$ cat src/node_ctrl_pkg.sv
// constants shared by the seismic node controller files
package node_ctrl_pkg;
  // ---------------------------------------------------------------
  // clock and timing
  // ---------------------------------------------------------------
  localparam int CLK_FREQ_HZ        = 12000000;
  localparam int POR_TIME_US        = 10;
  localparam int POR_CYCLES         = (CLK_FREQ_HZ / 1000000) * POR_TIME_US;
  localparam int SYNC_PULSE_NS      = 250;
  localparam int SYNC_PULSE_CYCLES  = (SYNC_PULSE_NS * (CLK_FREQ_HZ / 1000000) + 999) / 1000;
  // ---------------------------------------------------------------
  // acquisition
  // ---------------------------------------------------------------
  localparam int SETTLE_SAMPLES     = 100;
  localparam int SAMPLE_BITS        = 24;
  localparam int ADDR_BITS          = 7;
  localparam int DELAY_BITS         = 16;
  localparam int CMD_BITS           = 8;
  localparam int SPI_HALF_DIV       = 3;
  // ---------------------------------------------------------------
  // sync modes
  // ---------------------------------------------------------------
  localparam logic [1:0] SYNC_MODE_DIRECT   = 2'h0;
  localparam logic [1:0] SYNC_MODE_HARDWARE = 2'h1;
  localparam logic [1:0] SYNC_MODE_SOFTWARE = 2'h2;
  // ---------------------------------------------------------------
  // serial port operations
  // ---------------------------------------------------------------
  typedef enum logic [1:0] {OP_NONE, OP_CFG_WRITE, OP_CFG_READ, OP_FETCH} spi_op_t;
endpackage

$ cat src/seismic_node_ctrl.sv
// node controller: filter serial port, sync re-timing, record start, addressing
//
// Overview of operation
// RL1: record start marks first collected record sample
// RL2: skip 100 settling samples, then mark
// RL3: logic runs on 12 MHz clock
// RL4: reset comes only from button input
// RL5: drive active-low reset after power-on
// RL6: master filter port with active-low select
// RL7: sample ready input is active low
// RL8: accept host commands, return collected data
// RL9: direct mode passes network sync unaltered
// RL10: hardware mode detects sync, re-times output
// RL11: software mode pulses sync on command
// RL12: sync alignment within plus/minus 240 ns
// RL13: every node holds a unique address
// RL14: address targets commands and tags data
// RL15: pass-through enabled after own address received
// RL16: no arbitration or high-impedance nack reliance
// RL17: filter sync and mark are OR-combined
// RL18: programmable re-timing delay in clock cycles
// RL19: drive enable only while transmitting data
`timescale 1ns/1ps
module seismic_node_ctrl
  import node_ctrl_pkg::*;
#(
  parameter int SETTLE = SETTLE_SAMPLES,
  parameter int SBITS  = SAMPLE_BITS
)(
  // clock and button reset (12 MHz)
  input  wire logic                  clk_in,
  input  wire logic                  rst_n_in,
  output logic                       power_on_reset_n_out,
  output logic                       filter_reset_drive_out,
  // sync and record controls
  input  wire logic [1:0]            sync_mode_in,
  input  wire logic [DELAY_BITS-1:0] sync_delay_in,
  input  wire logic                  sync_network_in,
  input  wire logic                  sync_button_in,
  input  wire logic                  record_button_in,
  output logic                       node_sync_out,
  output logic                       filter_sync_out,
  output logic                       record_start_mark,
  output logic                       filter_record_out,
  // host command port
  input  wire logic                  cmd_valid_in,
  output logic                       cmd_ready_out,
  input  wire logic [ADDR_BITS-1:0]  cmd_addr_in,
  input  wire logic [CMD_BITS-1:0]   cmd_code_in,
  input  wire logic [31:0]           cmd_data_in,
  output logic                       cfg_rdata_valid_out,
  output logic [31:0]                cfg_rdata_out,
  // collected data toward host
  output logic                       data_valid_out,
  input  wire logic                  data_ready_in,
  output logic [ADDR_BITS-1:0]       data_src_addr_out,
  output logic [SBITS-1:0]           data_sample_out,
  output logic                       data_first_out,
  // address assignment
  input  wire logic                  addr_assign_in,
  input  wire logic [ADDR_BITS-1:0]  addr_value_in,
  output logic [ADDR_BITS-1:0]       node_addr_out,
  output logic                       chain_pass_enable,
  // telemetry data line driver
  input  wire logic                  link_tx_active_in,
  output logic                       link_data_drive_en,
  // filter serial port
  output logic                       filter_sck_out,
  output logic                       filter_mosi_out,
  output logic                       filter_select_n,
  input  wire logic                  filter_miso_in,
  input  wire logic                  sample_ready_n
);
  import node_ctrl_pkg::*;

  // -------------------------------------------------------------
  // command codes and local types
  // -------------------------------------------------------------
  localparam logic [7:0] CMD_CFG_WRITE = 8'h01;
  localparam logic [7:0] CMD_CFG_READ  = 8'h02;
  localparam logic [7:0] CMD_SYNC      = 8'h03;
  localparam logic [7:0] CMD_RUN       = 8'h04;
  localparam logic [7:0] CMD_STOP      = 8'h05;
  localparam logic [7:0] CMD_FILT_RST  = 8'h06;
  typedef enum logic [1:0] {ACQ_IDLE, ACQ_SETTLE, ACQ_RECORD} acq_t;

  // -------------------------------------------------------------
  // power-on reset output
  // -------------------------------------------------------------
  logic [15:0] por_count;
  always_ff @(posedge clk_in)
  begin
    if (!rst_n_in)  // RL4
    begin
      por_count            <= 16'h0000;
      power_on_reset_n_out <= 1'b0;
    end
    else if (por_count != 16'(POR_CYCLES))  // RL3
      por_count <= por_count + 16'h0001;
    else
      power_on_reset_n_out <= 1'b1;  // RL5
  end

  // -------------------------------------------------------------
  // pin synchronisers: three stages, change once last two agree
  // -------------------------------------------------------------
  logic [2:0] net_sync_q;
  logic [2:0] drdy_q;
  logic       net_level;
  logic       net_level_d;
  logic       drdy_level;
  always_ff @(posedge clk_in)
  begin
    if (!rst_n_in)
    begin
      net_sync_q  <= 3'h0;
      drdy_q      <= 3'h7;
      net_level   <= 1'b0;
      net_level_d <= 1'b0;
      drdy_level  <= 1'b1;
    end
    else
    begin
      net_sync_q  <= {net_sync_q[1:0], sync_network_in};
      drdy_q      <= {drdy_q[1:0], sample_ready_n};
      if (net_sync_q[1] == net_sync_q[2])
        net_level <= net_sync_q[2];
      if (drdy_q[1] == drdy_q[2])
        drdy_level <= drdy_q[2];
      net_level_d <= net_level;
    end
  end

  // -------------------------------------------------------------
  // command decode
  // -------------------------------------------------------------
  logic       spi_busy;
  logic       spi_done;
  logic       spi_start;
  logic [31:0] spi_tx;
  logic [31:0] spi_rx;
  spi_op_t    op;
  logic       cmd_take;
  logic       for_me;
  assign for_me   = (cmd_addr_in == node_addr_out);  // RL14
  assign cmd_ready_out = ~spi_busy & (op == OP_NONE);
  assign cmd_take = cmd_valid_in & cmd_ready_out & for_me;  // RL8

  // -------------------------------------------------------------
  // sync generation
  // -------------------------------------------------------------
  logic [DELAY_BITS-1:0] delay_count;
  logic                  delay_run;
  logic [7:0]            pulse_count;
  logic                  trigger;
  always_comb
  begin
    trigger = 1'b0;
    if (sync_mode_in == SYNC_MODE_HARDWARE)
      trigger = net_level & ~net_level_d;  // RL10
    else if (sync_mode_in == SYNC_MODE_SOFTWARE)
      trigger = cmd_take & (cmd_code_in == CMD_SYNC);  // RL11
  end
  always_ff @(posedge clk_in)
  begin
    if (!rst_n_in)
    begin
      delay_count   <= '0;
      delay_run     <= 1'b0;
      pulse_count   <= 8'h00;
      node_sync_out <= 1'b0;
    end
    else if (trigger && !delay_run)
    begin
      delay_count <= sync_delay_in;  // RL18
      delay_run   <= 1'b1;
    end
    else if (delay_run)
    begin
      if (delay_count == '0)
      begin
        delay_run     <= 1'b0;
        node_sync_out <= 1'b1;
        pulse_count   <= 8'(SYNC_PULSE_CYCLES);
      end
      else
        delay_count <= delay_count - 1'b1;
    end
    else if (pulse_count > 8'h01)
      pulse_count <= pulse_count - 8'h01;
    else
    begin
      pulse_count   <= 8'h00;
      node_sync_out <= 1'b0;
    end
  end
  // direct mode is combinational so it adds no skew to the alignment budget
  assign filter_sync_out = sync_button_in |  // RL17
    ((sync_mode_in == SYNC_MODE_DIRECT) ? sync_network_in : node_sync_out);  // RL9 RL12

  // -------------------------------------------------------------
  // acquisition and record start marking
  // -------------------------------------------------------------
  acq_t      acq;
  logic [7:0] skip_count;
  logic      first_pending;
  logic      buf_ready;
  logic      fetch_wait;
  always_ff @(posedge clk_in)
  begin
    if (!rst_n_in)
    begin
      acq           <= ACQ_IDLE;
      skip_count    <= 8'h00;
      first_pending <= 1'b0;
    end
    else
    begin
      unique case (acq)
        ACQ_IDLE:
          if (cmd_take && cmd_code_in == CMD_RUN)
          begin
            acq        <= ACQ_SETTLE;
            skip_count <= 8'h00;
          end
        ACQ_SETTLE:
          if (spi_done && op == OP_FETCH)
          begin
            if (skip_count == 8'(SETTLE - 1))  // RL2
            begin
              acq           <= ACQ_RECORD;
              first_pending <= 1'b1;
            end
            else
              skip_count <= skip_count + 8'h01;
          end
        ACQ_RECORD:
          if (spi_done && op == OP_FETCH)
            first_pending <= 1'b0;
      endcase
      if (cmd_take && cmd_code_in == CMD_STOP)
        acq <= ACQ_IDLE;
    end
  end
  // mark pulses with the first kept sample's fetch
  always_ff @(posedge clk_in)
  begin
    if (!rst_n_in)
      record_start_mark <= 1'b0;
    else
      record_start_mark <= (acq == ACQ_RECORD) & first_pending & spi_done & (op == OP_FETCH);  // RL1
  end
  assign filter_record_out = record_button_in | record_start_mark;  // RL17

  // -------------------------------------------------------------
  // serial port sequencing
  // -------------------------------------------------------------
  assign fetch_wait = (acq != ACQ_IDLE) & ~drdy_level & buf_ready;  // RL7
  always_ff @(posedge clk_in)
  begin
    if (!rst_n_in)
    begin
      op        <= OP_NONE;
      spi_start <= 1'b0;
      spi_tx    <= 32'h0000_0000;
    end
    else
    begin
      spi_start <= 1'b0;
      if (op == OP_NONE && !spi_busy)
      begin
        if (cmd_take && (cmd_code_in == CMD_CFG_WRITE || cmd_code_in == CMD_CFG_READ))
        begin
          op        <= (cmd_code_in == CMD_CFG_WRITE) ? OP_CFG_WRITE : OP_CFG_READ;  // RL6
          spi_tx    <= cmd_data_in;
          spi_start <= 1'b1;
        end
        else if (fetch_wait && !cmd_valid_in)
        begin
          op        <= OP_FETCH;  // RL6
          spi_tx    <= 32'h0000_0000;
          spi_start <= 1'b1;
        end
      end
      else if (spi_done)
        op <= OP_NONE;
    end
  end

  always_ff @(posedge clk_in)
  begin
    if (!rst_n_in)
    begin
      cfg_rdata_valid_out <= 1'b0;
      cfg_rdata_out       <= 32'h0000_0000;
    end
    else
    begin
      cfg_rdata_valid_out <= spi_done & (op == OP_CFG_READ);
      if (spi_done && op == OP_CFG_READ)
        cfg_rdata_out <= spi_rx;
    end
  end

  always_ff @(posedge clk_in)
  begin
    if (!rst_n_in)
      filter_reset_drive_out <= 1'b0;
    else if (cmd_take && cmd_code_in == CMD_FILT_RST)
      filter_reset_drive_out <= ~filter_reset_drive_out;
  end

  spi_master #(.WIDTH(32)) u_spi (
    .clk_in       (clk_in),
    .rst_n_in     (rst_n_in),
    .start_in     (spi_start),
    .tx_in        (spi_tx),
    .busy_out     (spi_busy),
    .done_out     (spi_done),
    .rx_out       (spi_rx),
    .sck_out      (filter_sck_out),
    .mosi_out     (filter_mosi_out),
    .select_n_out (filter_select_n),
    .miso_in      (filter_miso_in)
  );

  // -------------------------------------------------------------
  // collected data buffer (settling samples are dropped)
  // -------------------------------------------------------------
  logic                 keep;
  logic [SBITS:0]       buf_out;
  assign keep = spi_done & (op == OP_FETCH) & (acq == ACQ_RECORD);  // RL2
  sample_buffer #(.WIDTH(SBITS + 1)) u_buf (
    .clk_in        (clk_in),
    .rst_n_in      (rst_n_in),
    .in_valid_in   (keep),
    .in_ready_out  (buf_ready),
    .in_data_in    ({first_pending, spi_rx[SBITS-1:0]}),
    .out_valid_out (data_valid_out),
    .out_ready_in  (data_ready_in),
    .out_data_out  (buf_out)
  );
  assign data_first_out    = buf_out[SBITS];
  assign data_sample_out   = buf_out[SBITS-1:0];
  assign data_src_addr_out = node_addr_out;  // RL14

  // -------------------------------------------------------------
  // address assignment and chain pass-through
  // -------------------------------------------------------------
  always_ff @(posedge clk_in)
  begin
    if (!rst_n_in)
    begin
      node_addr_out     <= '0;
      chain_pass_enable <= 1'b0;
    end
    else if (addr_assign_in && !chain_pass_enable)
    begin
      node_addr_out     <= addr_value_in;  // RL13
      chain_pass_enable <= 1'b1;  // RL15
    end
  end

  // buffered link: push-pull only while sending, no nack sensing
  assign link_data_drive_en = link_tx_active_in & power_on_reset_n_out;  // RL19 RL16
endmodule // seismic_node_ctrl

$ cat src/spi_master.sv
// serial-port master toward the digital filter
`timescale 1ns/1ps
module spi_master
  import node_ctrl_pkg::*;
#(
  parameter int WIDTH = 32,
  parameter int HALF  = SPI_HALF_DIV
)(
  // clock and reset
  input  wire logic             clk_in,
  input  wire logic             rst_n_in,
  // request
  input  wire logic             start_in,
  input  wire logic [WIDTH-1:0] tx_in,
  output logic                  busy_out,
  output logic                  done_out,
  output logic [WIDTH-1:0]      rx_out,
  // pins
  output logic                  sck_out,
  output logic                  mosi_out,
  output logic                  select_n_out,
  input  wire logic             miso_in
);
  import node_ctrl_pkg::*;
  logic [WIDTH-1:0] shift;
  logic [7:0]       bits;
  logic [7:0]       div;
  assign busy_out = ~select_n_out;
  assign mosi_out = shift[WIDTH-1];
  always_ff @(posedge clk_in)
  begin
    done_out <= 1'b0;
    if (!rst_n_in)
    begin
      shift        <= '0;
      bits         <= 8'h00;
      div          <= 8'h00;
      sck_out      <= 1'b0;
      select_n_out <= 1'b1;
      rx_out       <= '0;
    end
    else if (select_n_out)
    begin
      if (start_in)
      begin
        select_n_out <= 1'b0;
        shift        <= tx_in;
        bits         <= 8'(WIDTH);
        div          <= 8'h00;
      end
    end
    else if (div == 8'(HALF - 1))
    begin
      div     <= 8'h00;
      sck_out <= ~sck_out;
      if (sck_out)
      begin
        // shift on falling edge; miso was sampled on the rising one
        shift <= {shift[WIDTH-2:0], shift[0]};
        bits  <= bits - 8'h01;
        if (bits == 8'h01)
        begin
          select_n_out <= 1'b1;
          done_out     <= 1'b1;
          rx_out       <= rx_out;
        end
      end
      else
        rx_out <= {rx_out[WIDTH-2:0], miso_in};
    end
    else
      div <= div + 8'h01;
  end
endmodule // spi_master

$ cat src/sample_buffer.sv
// two-entry buffer for collected samples
`timescale 1ns/1ps
module sample_buffer #(
  parameter int WIDTH = 32
)(
  // clock and reset
  input  wire logic             clk_in,
  input  wire logic             rst_n_in,
  // fill side
  input  wire logic             in_valid_in,
  output logic                  in_ready_out,
  input  wire logic [WIDTH-1:0] in_data_in,
  // drain side
  output logic                  out_valid_out,
  input  wire logic             out_ready_in,
  output logic [WIDTH-1:0]      out_data_out
);
  logic [WIDTH-1:0] mem [2];
  logic             rd;
  logic             wr;
  logic [1:0]       count;
  logic             push;
  logic             pop;
  assign in_ready_out  = (count != 2'h2);
  assign out_valid_out = (count != 2'h0);
  assign out_data_out  = mem[rd];
  assign push = in_valid_in & in_ready_out;
  assign pop  = out_valid_out & out_ready_in;
  always_ff @(posedge clk_in)
  begin
    if (!rst_n_in)
    begin
      rd     <= 1'b0;
      wr     <= 1'b0;
      count  <= 2'h0;
      mem[0] <= '0;
      mem[1] <= '0;
    end
    else
    begin
      if (push)
      begin
        mem[wr] <= in_data_in;
        wr      <= ~wr;
      end
      if (pop)
        rd <= ~rd;
      count <= count + 2'(push) - 2'(pop);
    end
  end
endmodule // sample_buffer

$ cat config.mk
export PLATFORM = sky130hd
export DESIGN_NAME = seismic_node_ctrl
export DESIGN_NICKNAME = d
export VERILOG_FILES = /design/src/node_ctrl_pkg.sv /design/src/seismic_node_ctrl.sv /design/src/spi_master.sv /design/src/sample_buffer.sv
export SDC_FILE = /design/constraint.sdc
export NUM_CORES = 1
export LEC_CHECK = 0
export BUFFER_PORTS_ARGS = -buffer_cell sky130_fd_sc_hd__clkbuf_2
export CAP_MARGIN = 20
export CORE_MARGIN = 10
export CORE_UTILIZATION = 57
export CTS_CLUSTER_DIAMETER = 30
export CTS_CLUSTER_SIZE = 30
export DETAILED_ROUTE_END_ITERATION = 6
export PLACE_DENSITY_LB_ADDON = 0.08
export SETUP_SLACK_MARGIN = 0.05
export SYNTH_ARGS = -nofsm -noshare
export SYNTH_HDL_FRONTEND = slang
export SYNTH_SLANG_ARGS = --single-unit
export TNS_END_PERCENT = 20
$ cat constraint.sdc
create_clock -name clk_in -period 3.7 [get_ports clk_in]
set_input_delay 0.74 -clock clk_in [delete_from_list [all_inputs] [get_ports clk_in]]
set_output_delay 0.74 -clock clk_in [all_outputs]
set_load 0.05 [all_outputs]
==> metrics.txt, run 1 <==
status finished clean; number of remaining DRC errors 0; vias in the first global route 9619; clock-pin slew on the worst setup and hold paths 50 ps; unique cell type count in the Yosys netlist 66; row count 52; RSZ-0062 raised after global routing false; Hold Crit Class in2reg; Post-DP Area 0.0129 sq mm; Post-Syn Area 0.0120 sq mm; worst hold margin 388 ps; global-route wire length before repair 46700 um; Yosys reg bits 279; critical path data required time 2960 ps; Initial Util 58.5%; port buffer count 167; startpoint types register; post-cts resize count 0; WL/cell 15.7 um; via count 9688; slew at the pin with the worst max-slew slack 806 ps; largest net degree at the start of global routing 87; die width 165 um; Post-synth EDFFs 50; Net Count, Synth 1404; Cells after DPL 1674; gr ovfl total 0; Post-Route WL 27700 um; # IOs 168; Synth Instances 1308; layout cell share with drive strength beyond 1 21.5%; CP max FO 25; Worst EP arrival 1850 ps; Nets 1551; relative slew slack 45.8%; Inserted Diodes 0; Largest stage delay, worst path 410 ps; CTS root buffer clkbuf_16; remaining antenna violation count after routing 0; global-route usage over all layers 20.3%; critical-path cell list buf_4 > mux2_2 > clkbuf_2; Yosys top cell area share 38.3%; Hold Vio Cnt, Final 0; crit path max-delay cell type mux2_2; Max Clk Rate 387 MHz; Syn. warnings 0; overall power 0.00866 W; Hold-fix buffers, CTS 0; cts bufs inserted 49; post-layout minimum cycle time 2590 ps; CTS tree done; Setup CP Type reg2out; largest area contributor in the netlist dfxtp_1; final std cells w/o fill 1765; Layout Cell Area excl Fill 0.0146 sq mm; post-CTS setup buffers 0; Crit. End Element output pin; die height 165 um; worst vdd ir 0.369 mV; CP delay by family, top buffers and inverters; Synth async-reset ratio 0%; clk buf depth 3; DIE AREA 0.0272 sq mm; worst flop-to-flop path startpoint u_spi.div[0]; Leakage 5.77 nW; leading post-synthesis cells by cell area dfxtp_1 (38%), edfxtp_1 (13%), nand2_1 (6.3%), a21oi_1 (5.2%), nor2_1 (3.8%); Slew Limit Fails 0; P&R area growth vs syn 22.4%; final setup TNS 0 ps; Hold Path Origin sample_ready_n; 1st-pass router iterations 5; sequential fraction of the synthesis area 50.9%; CP bufs+invs 2; initial drt markers 547; power per standard cell area 591 mW/mm^2; Commonest cells post-synth dfxtp_1 (229), nand2_1 (202), a21oi_1 (125); final setup skew 23.4 ps; Top FF cell, synth dfxtp_1; Final HPWL DP 17500 um; count leader, synth dfxtp_1; clk sinks 279; syn avg cell area 9.14 sq um; clk_lat worst skew 540 ps; MaxCap Viol Count 0; vias per std cell 5.49; Core Footprint 0.0204 sq mm; Setup-failing EPs final 0; routability cong. 0.857; fin crit share 69.9%; antenna violations before repair 0; H-tree depth 2
-- final cells by class --
cell class | instances | area [sq um]
Clock buffer | 62 | 1360
Tap cell | 270 | 338
Multi-Input combinational cell | 916 | 5410
Clock inverter | 29 | 359
Sequential cell | 279 | 6090
Fill cell | 1636 | 5790
Inverter | 21 | 83.8
Timing Repair Buffer | 188 | 1010
-- where the power goes --
group / internal (W) / switching (W)
combinational: 0.000298 / 0.000529
sequential: 0.00318 / 0.0000701
clock: 0.00304 / 0.00153
total: 0.00652 / 0.00213
-- cells by family (layout without fill, tap and decap cells) --
logic type | Yosys count | count (layout) | synth area share [%]
buf+inv | 113 | 300 | 4.20
flops | 279 | 279 | 50.9
xor+xnor | 39 | 39 | 2.86
mux | 66 | 66 | 5.79
simple gates | 553 | 553 | 22.5
fa+ha+maj | 13 | 13 | 1.36
compound gates | 245 | 245 | 12.4
-- final timing paths --
check / endpoint / depth (start not counted) / slack, ps
hold reg to reg: net_sync_q[1] / 1 / 410
setup / recovery: data_sample_out[23] / 3 / 1110
hold / removal: drdy_q[0] / 2 / 390
setup reg to reg: u_spi.shift[21] / 7 / 1200
-- layout by cell type (no fill, tap or decap), drive strengths merged, types with 5 or more instances in the layout --
master	n
dfxtp	229
clkbuf	229
nand2	202
a21oi	126
nor2	122
and2	60
nand3	55
edfxtp	50
mux2i	41
a211oi	33
inv	32
o21ai	28
mux2	25
xor2	22
buf	21
nor3	19
xnor2	17
nor4	15
ha	13
and3	12
nand4	12
nand2b	10
nor3b	9
or3	8
o22ai	8
o31ai	7
o211ai	7
a31oi	7
clkinv	7
or2	6
bufinv	6
and4	5
clkinvlp	5
-- registers in the layout, indices dropped and copies added, names as in the netlist, 8 cells and up, named ones only --
| register | count |
|---|---|
| u_spi.shift | 32 |
| u_buf.mem | 50 |
| u_spi.rx_out | 32 |
| delay_count | 16 |
| skip_count | 8 |
| cfg_rdata_out | 32 |
| u_spi.div | 8 |
| por_count | 16 |
| u_spi.bits | 8 |
| pulse_count | 8 |
| spi_tx | 32 |
-- through the flow --
step / setup slack, ps / utilization [%]
floorplan: 439 / -
global placement: 731 / 63.3
detailed placement: 680 / 63.3
CTS: 1100 / 71.7
global route: 963 / 71.7
finish: 1110 / 71.7
-- layer usage --
layer / up-vias / global-route usage, % / wire, um
met5: - / 0 / 0
met4: 0 / 5.60 / 488
met3: 42 / 4.98 / 1870
met2: 267 / 33.1 / 12700
met1: 4531 / 26.4 / 12600
li1: 4848 / - / -
(Power assumes the default switching activity.)
==> run 2, diff against run 1 <==
Settings changed: ABC_AREA set to 1, CORE_UTILIZATION 57 to 52.
Clock period 3.7 ns to 2.3 ns, I/O delays scaled along.
==> metrics.txt, run 2 <==
Core Footprint 0.0227 sq mm (was 0.0204 sq mm); Inserted Diodes 0 (unchanged); Hold-fix buffers, CTS 0 (unchanged); vias in the first global route 9978 (was 9619); Crit. End Element output pin (unchanged); Nets 1783 (was 1551); global-route wire length before repair 47100 um (was 46700 um); grt met3 use 4.15% (was 4.98%); clk_lat worst skew 550 ps (was 540 ps); antenna violations before repair 0 (unchanged); most used cells in the layout excluding fill and tap cells nand2_1 (305), dfxtp_1 (229), a21oi_1 (166), clkbuf_2 (166), nor2_1 (158) (was dfxtp_1 (228), nand2_1 (202), clkbuf_2 (167)); routing usage on met2 31.9% (was 33.1%); Worst EP arrival 1740 ps (was 1850 ps); Syn. warnings 0 (unchanged); cts bufs inserted 54 (was 49); relative slew slack 59.4% (was 45.8%); global-route usage over all layers 18.8% (was 20.3%); row count 55 (was 52); largest area contributor in the netlist dfxtp_1 (unchanged); via count 10300 (was 9688); clock power share 55.3% (was 52.9%); clock-pin slew on the worst setup and hold paths 50 ps (about the same); power per standard cell area 944 mW/mm^2 (was 591 mW/mm^2); final std cells w/o fill 2017 (was 1765); Slew Limit Fails 0 (unchanged); Synth async-reset ratio 0% (unchanged); Initial Util 53.1% (was 58.5%); DIE AREA 0.0297 sq mm (was 0.0272 sq mm); startpoint types register (unchanged); Commonest cells post-synth nand2_1 (305), dfxtp_1 (229), a21oi_1 (166) (was dfxtp_1 (229), nand2_1 (202), a21oi_1 (125)); largest net degree at the start of global routing 66 (was 87); Setup CP Type reg2out (unchanged); number of remaining DRC errors 0 (unchanged); Worst R2R Setup Slack 410 ps (was 1200 ps); count leader, synth nand2_1 (was dfxtp_1); MaxCap Viol Count 0 (unchanged); P&R area growth vs syn 24.5% (was 22.4%); routability cong. 0.925 (was 0.857); Max Clk Rate 455 MHz; gr busiest metal met2 (unchanged); clk buf depth 3 (unchanged); # IOs 168 (unchanged); worst hold margin 130 ps (was 388 ps); WL/cell 14.0 um (was 15.7 um); leading post-synthesis cells by cell area dfxtp_1 (38%), edfxtp_1 (12%), nand2_1 (9.5%), a21oi_1 (6.9%), nor2_1 (4.9%) (was dfxtp_1 (38%), edfxtp_1 (13%), nand2_1 (6.3%), a21oi_1 (5.2%), nor2_1 (3.8%)); die width 172 um (was 165 um); max FFs per register 50 (unchanged); hold depth 3 (was 2); CP max FO 25 (unchanged); worst flop-to-flop path startpoint data_src_addr_out[5] (was u_spi.div[0]); Top reg by flops u_buf.mem (unchanged); Reg power frac 36.5% (was 37.6%); die height 172 um (was 165 um); gr ovfl total 0 (unchanged); most common cell after layout, fill and taps aside nand2_1 (was dfxtp_1); CTS tree done (unchanged); port buffer count 167 (unchanged); H-tree depth 2 (unchanged); met1 Usage GRT 23.4% (was 26.4%); initial drt markers 605 (was 547); Synth Instances 1519 (was 1308); slew at the pin with the worst max-slew slack 609 ps (was 806 ps); sequential fraction of the synthesis area 50.4% (was 50.9%); worst vdd ir 0.654 mV (was 0.369 mV); final setup TNS 0 ps (unchanged); Setup-failing EPs final 0 (unchanged); fin crit share 95.5%; unique cell type count in the Yosys netlist 45 (was 66); remaining antenna violation count after routing 0 (unchanged); 1st-pass router iterations 5 (unchanged); Final HPWL DP 18600 um (was 17500 um); overall power 0.0142 W (was 0.00866 W); Post-Route WL 28300 um (was 27700 um); Yosys reg bits 279 (unchanged); Top FF cell, synth dfxtp_1 (unchanged); Cells after DPL 1916 (was 1674); CTS root buffer clkbuf_16 (unchanged); sw frac 23.8% (was 24.6%); Post-synth EDFFs 50 (unchanged); Int Pwr 0.0108 W (was 0.00652 W); Hold Crit Class in2reg (unchanged); vias per std cell 5.11 (was 5.49); worst r2r dst delay_count[4] (was u_spi.shift[21]); Leakage 6.23 nW (was 5.77 nW); Hold Vio Cnt, Final 0 (unchanged); post-layout minimum cycle time 2200 ps; status finished clean (unchanged); Yosys top cell area share 38.0% (was 38.3%); Combinational Power Share 8.2% (was 9.5%); layout cell share with drive strength beyond 1 19.8% (was 21.5%); CP Capture Point data_sample_out[2] (was data_sample_out[23]); syn avg cell area 7.94 sq um (was 9.14 sq um); Post-Syn Area 0.0121 sq mm (was 0.0120 sq mm); RSZ-0062 raised after global routing false (unchanged); final setup skew 24.9 ps (was 23.4 ps); Net Count, Synth 1615 (was 1404); Worst Reg2Reg Path Length in Cells 14 (was 7); final core area utilization 66.1% (was 71.7%); critical path data required time 1840 ps (was 2960 ps); clk sinks 279 (unchanged); net switching power 0.00338 W (was 0.00213 W)
## run 2: critical path: stages (launching register included)
cell and delay (ps):
dfxtp_1 350, buf_12 200, mux2_2 380, clkbuf_2 250
## run 2: repair_timing
item | in CTS | in global routing
resized for setup | 2 | 1
endpoints found under the setup margin | 25 | 21
setup buffers | 0 | 0
## run 2: worst min-delay path by stage
stage | start | slack (ps) | endpoint
3_5_place_dp | net_sync_q[0] | 410 | net_sync_q[1]
4_1_cts | sync_network_in | 110 | net_sync_q[0]
3_3_place_gp | drdy_q[0] | 400 | drdy_q[1]
2_1_floorplan | net_sync_q[0] | 390 | net_sync_q[1]
6_report | sync_network_in | 130 | net_sync_q[0]
5_1_grt | sample_ready_n | 120 | drdy_q[0]
## run 2: metal layers
layer	up-vias	share of wire, %	wire (um)
li1	5360	-	-
met1	4714	45	12800
met2	201	48	13600
met3	35	5.2	1460
met4	0	1.5	413
met5	-	0	0
## run 2: final cells by class
class / count / area, sq um
Inverter: 156 / 587
Tap cell: 285 / 357
Multi-Input combinational cell: 1004 / 5020
Sequential cell: 279 / 6090
Clock buffer: 70 / 1470
Fill cell: 1990 / 7690
Clock inverter: 31 / 385
Timing Repair Buffer: 192 / 1110
## run 2: kinds of logic (layout without fill, tap and decap cells)
family / count (synthesis) / count (layout) / share of synthesized area [%]
AO/OA/AOI/OAI: 359 / 359 / 15.6
XOR/XNOR: 26 / 26 / 1.89
adder cells (fa/ha/maj): 13 / 13 / 1.35
buffers and inverters: 236 / 449 / 8.08
flip-flops: 279 / 279 / 50.4
multiplexers: 25 / 25 / 2.33
AND/OR/NAND/NOR: 581 / 581 / 20.3
## run 2: metrics by stage
step,instance area (sq um),worst slack [ps]
after floorplan,12100,98.9
after global placement,13100,307
after detailed placement,13100,217
after CTS,15000,53.5
after global routing,15000,53.8
final,15000,103
## run 2: power groups by stage
| stage | combinational, W | sequential, W | clock (W) |
|---|---|---|---|
| floorplan | 0.000846 | 0.00529 | 0 |
| global placement | 0.00114 | 0.00527 | 0 |
| detailed placement | 0.00116 | 0.00527 | 0 |
| CTS | 0.00117 | 0.00518 | 0.00798 |
| global route | 0.00131 | 0.00519 | 0.00823 |
| finish | 0.00116 | 0.00518 | 0.00784 |
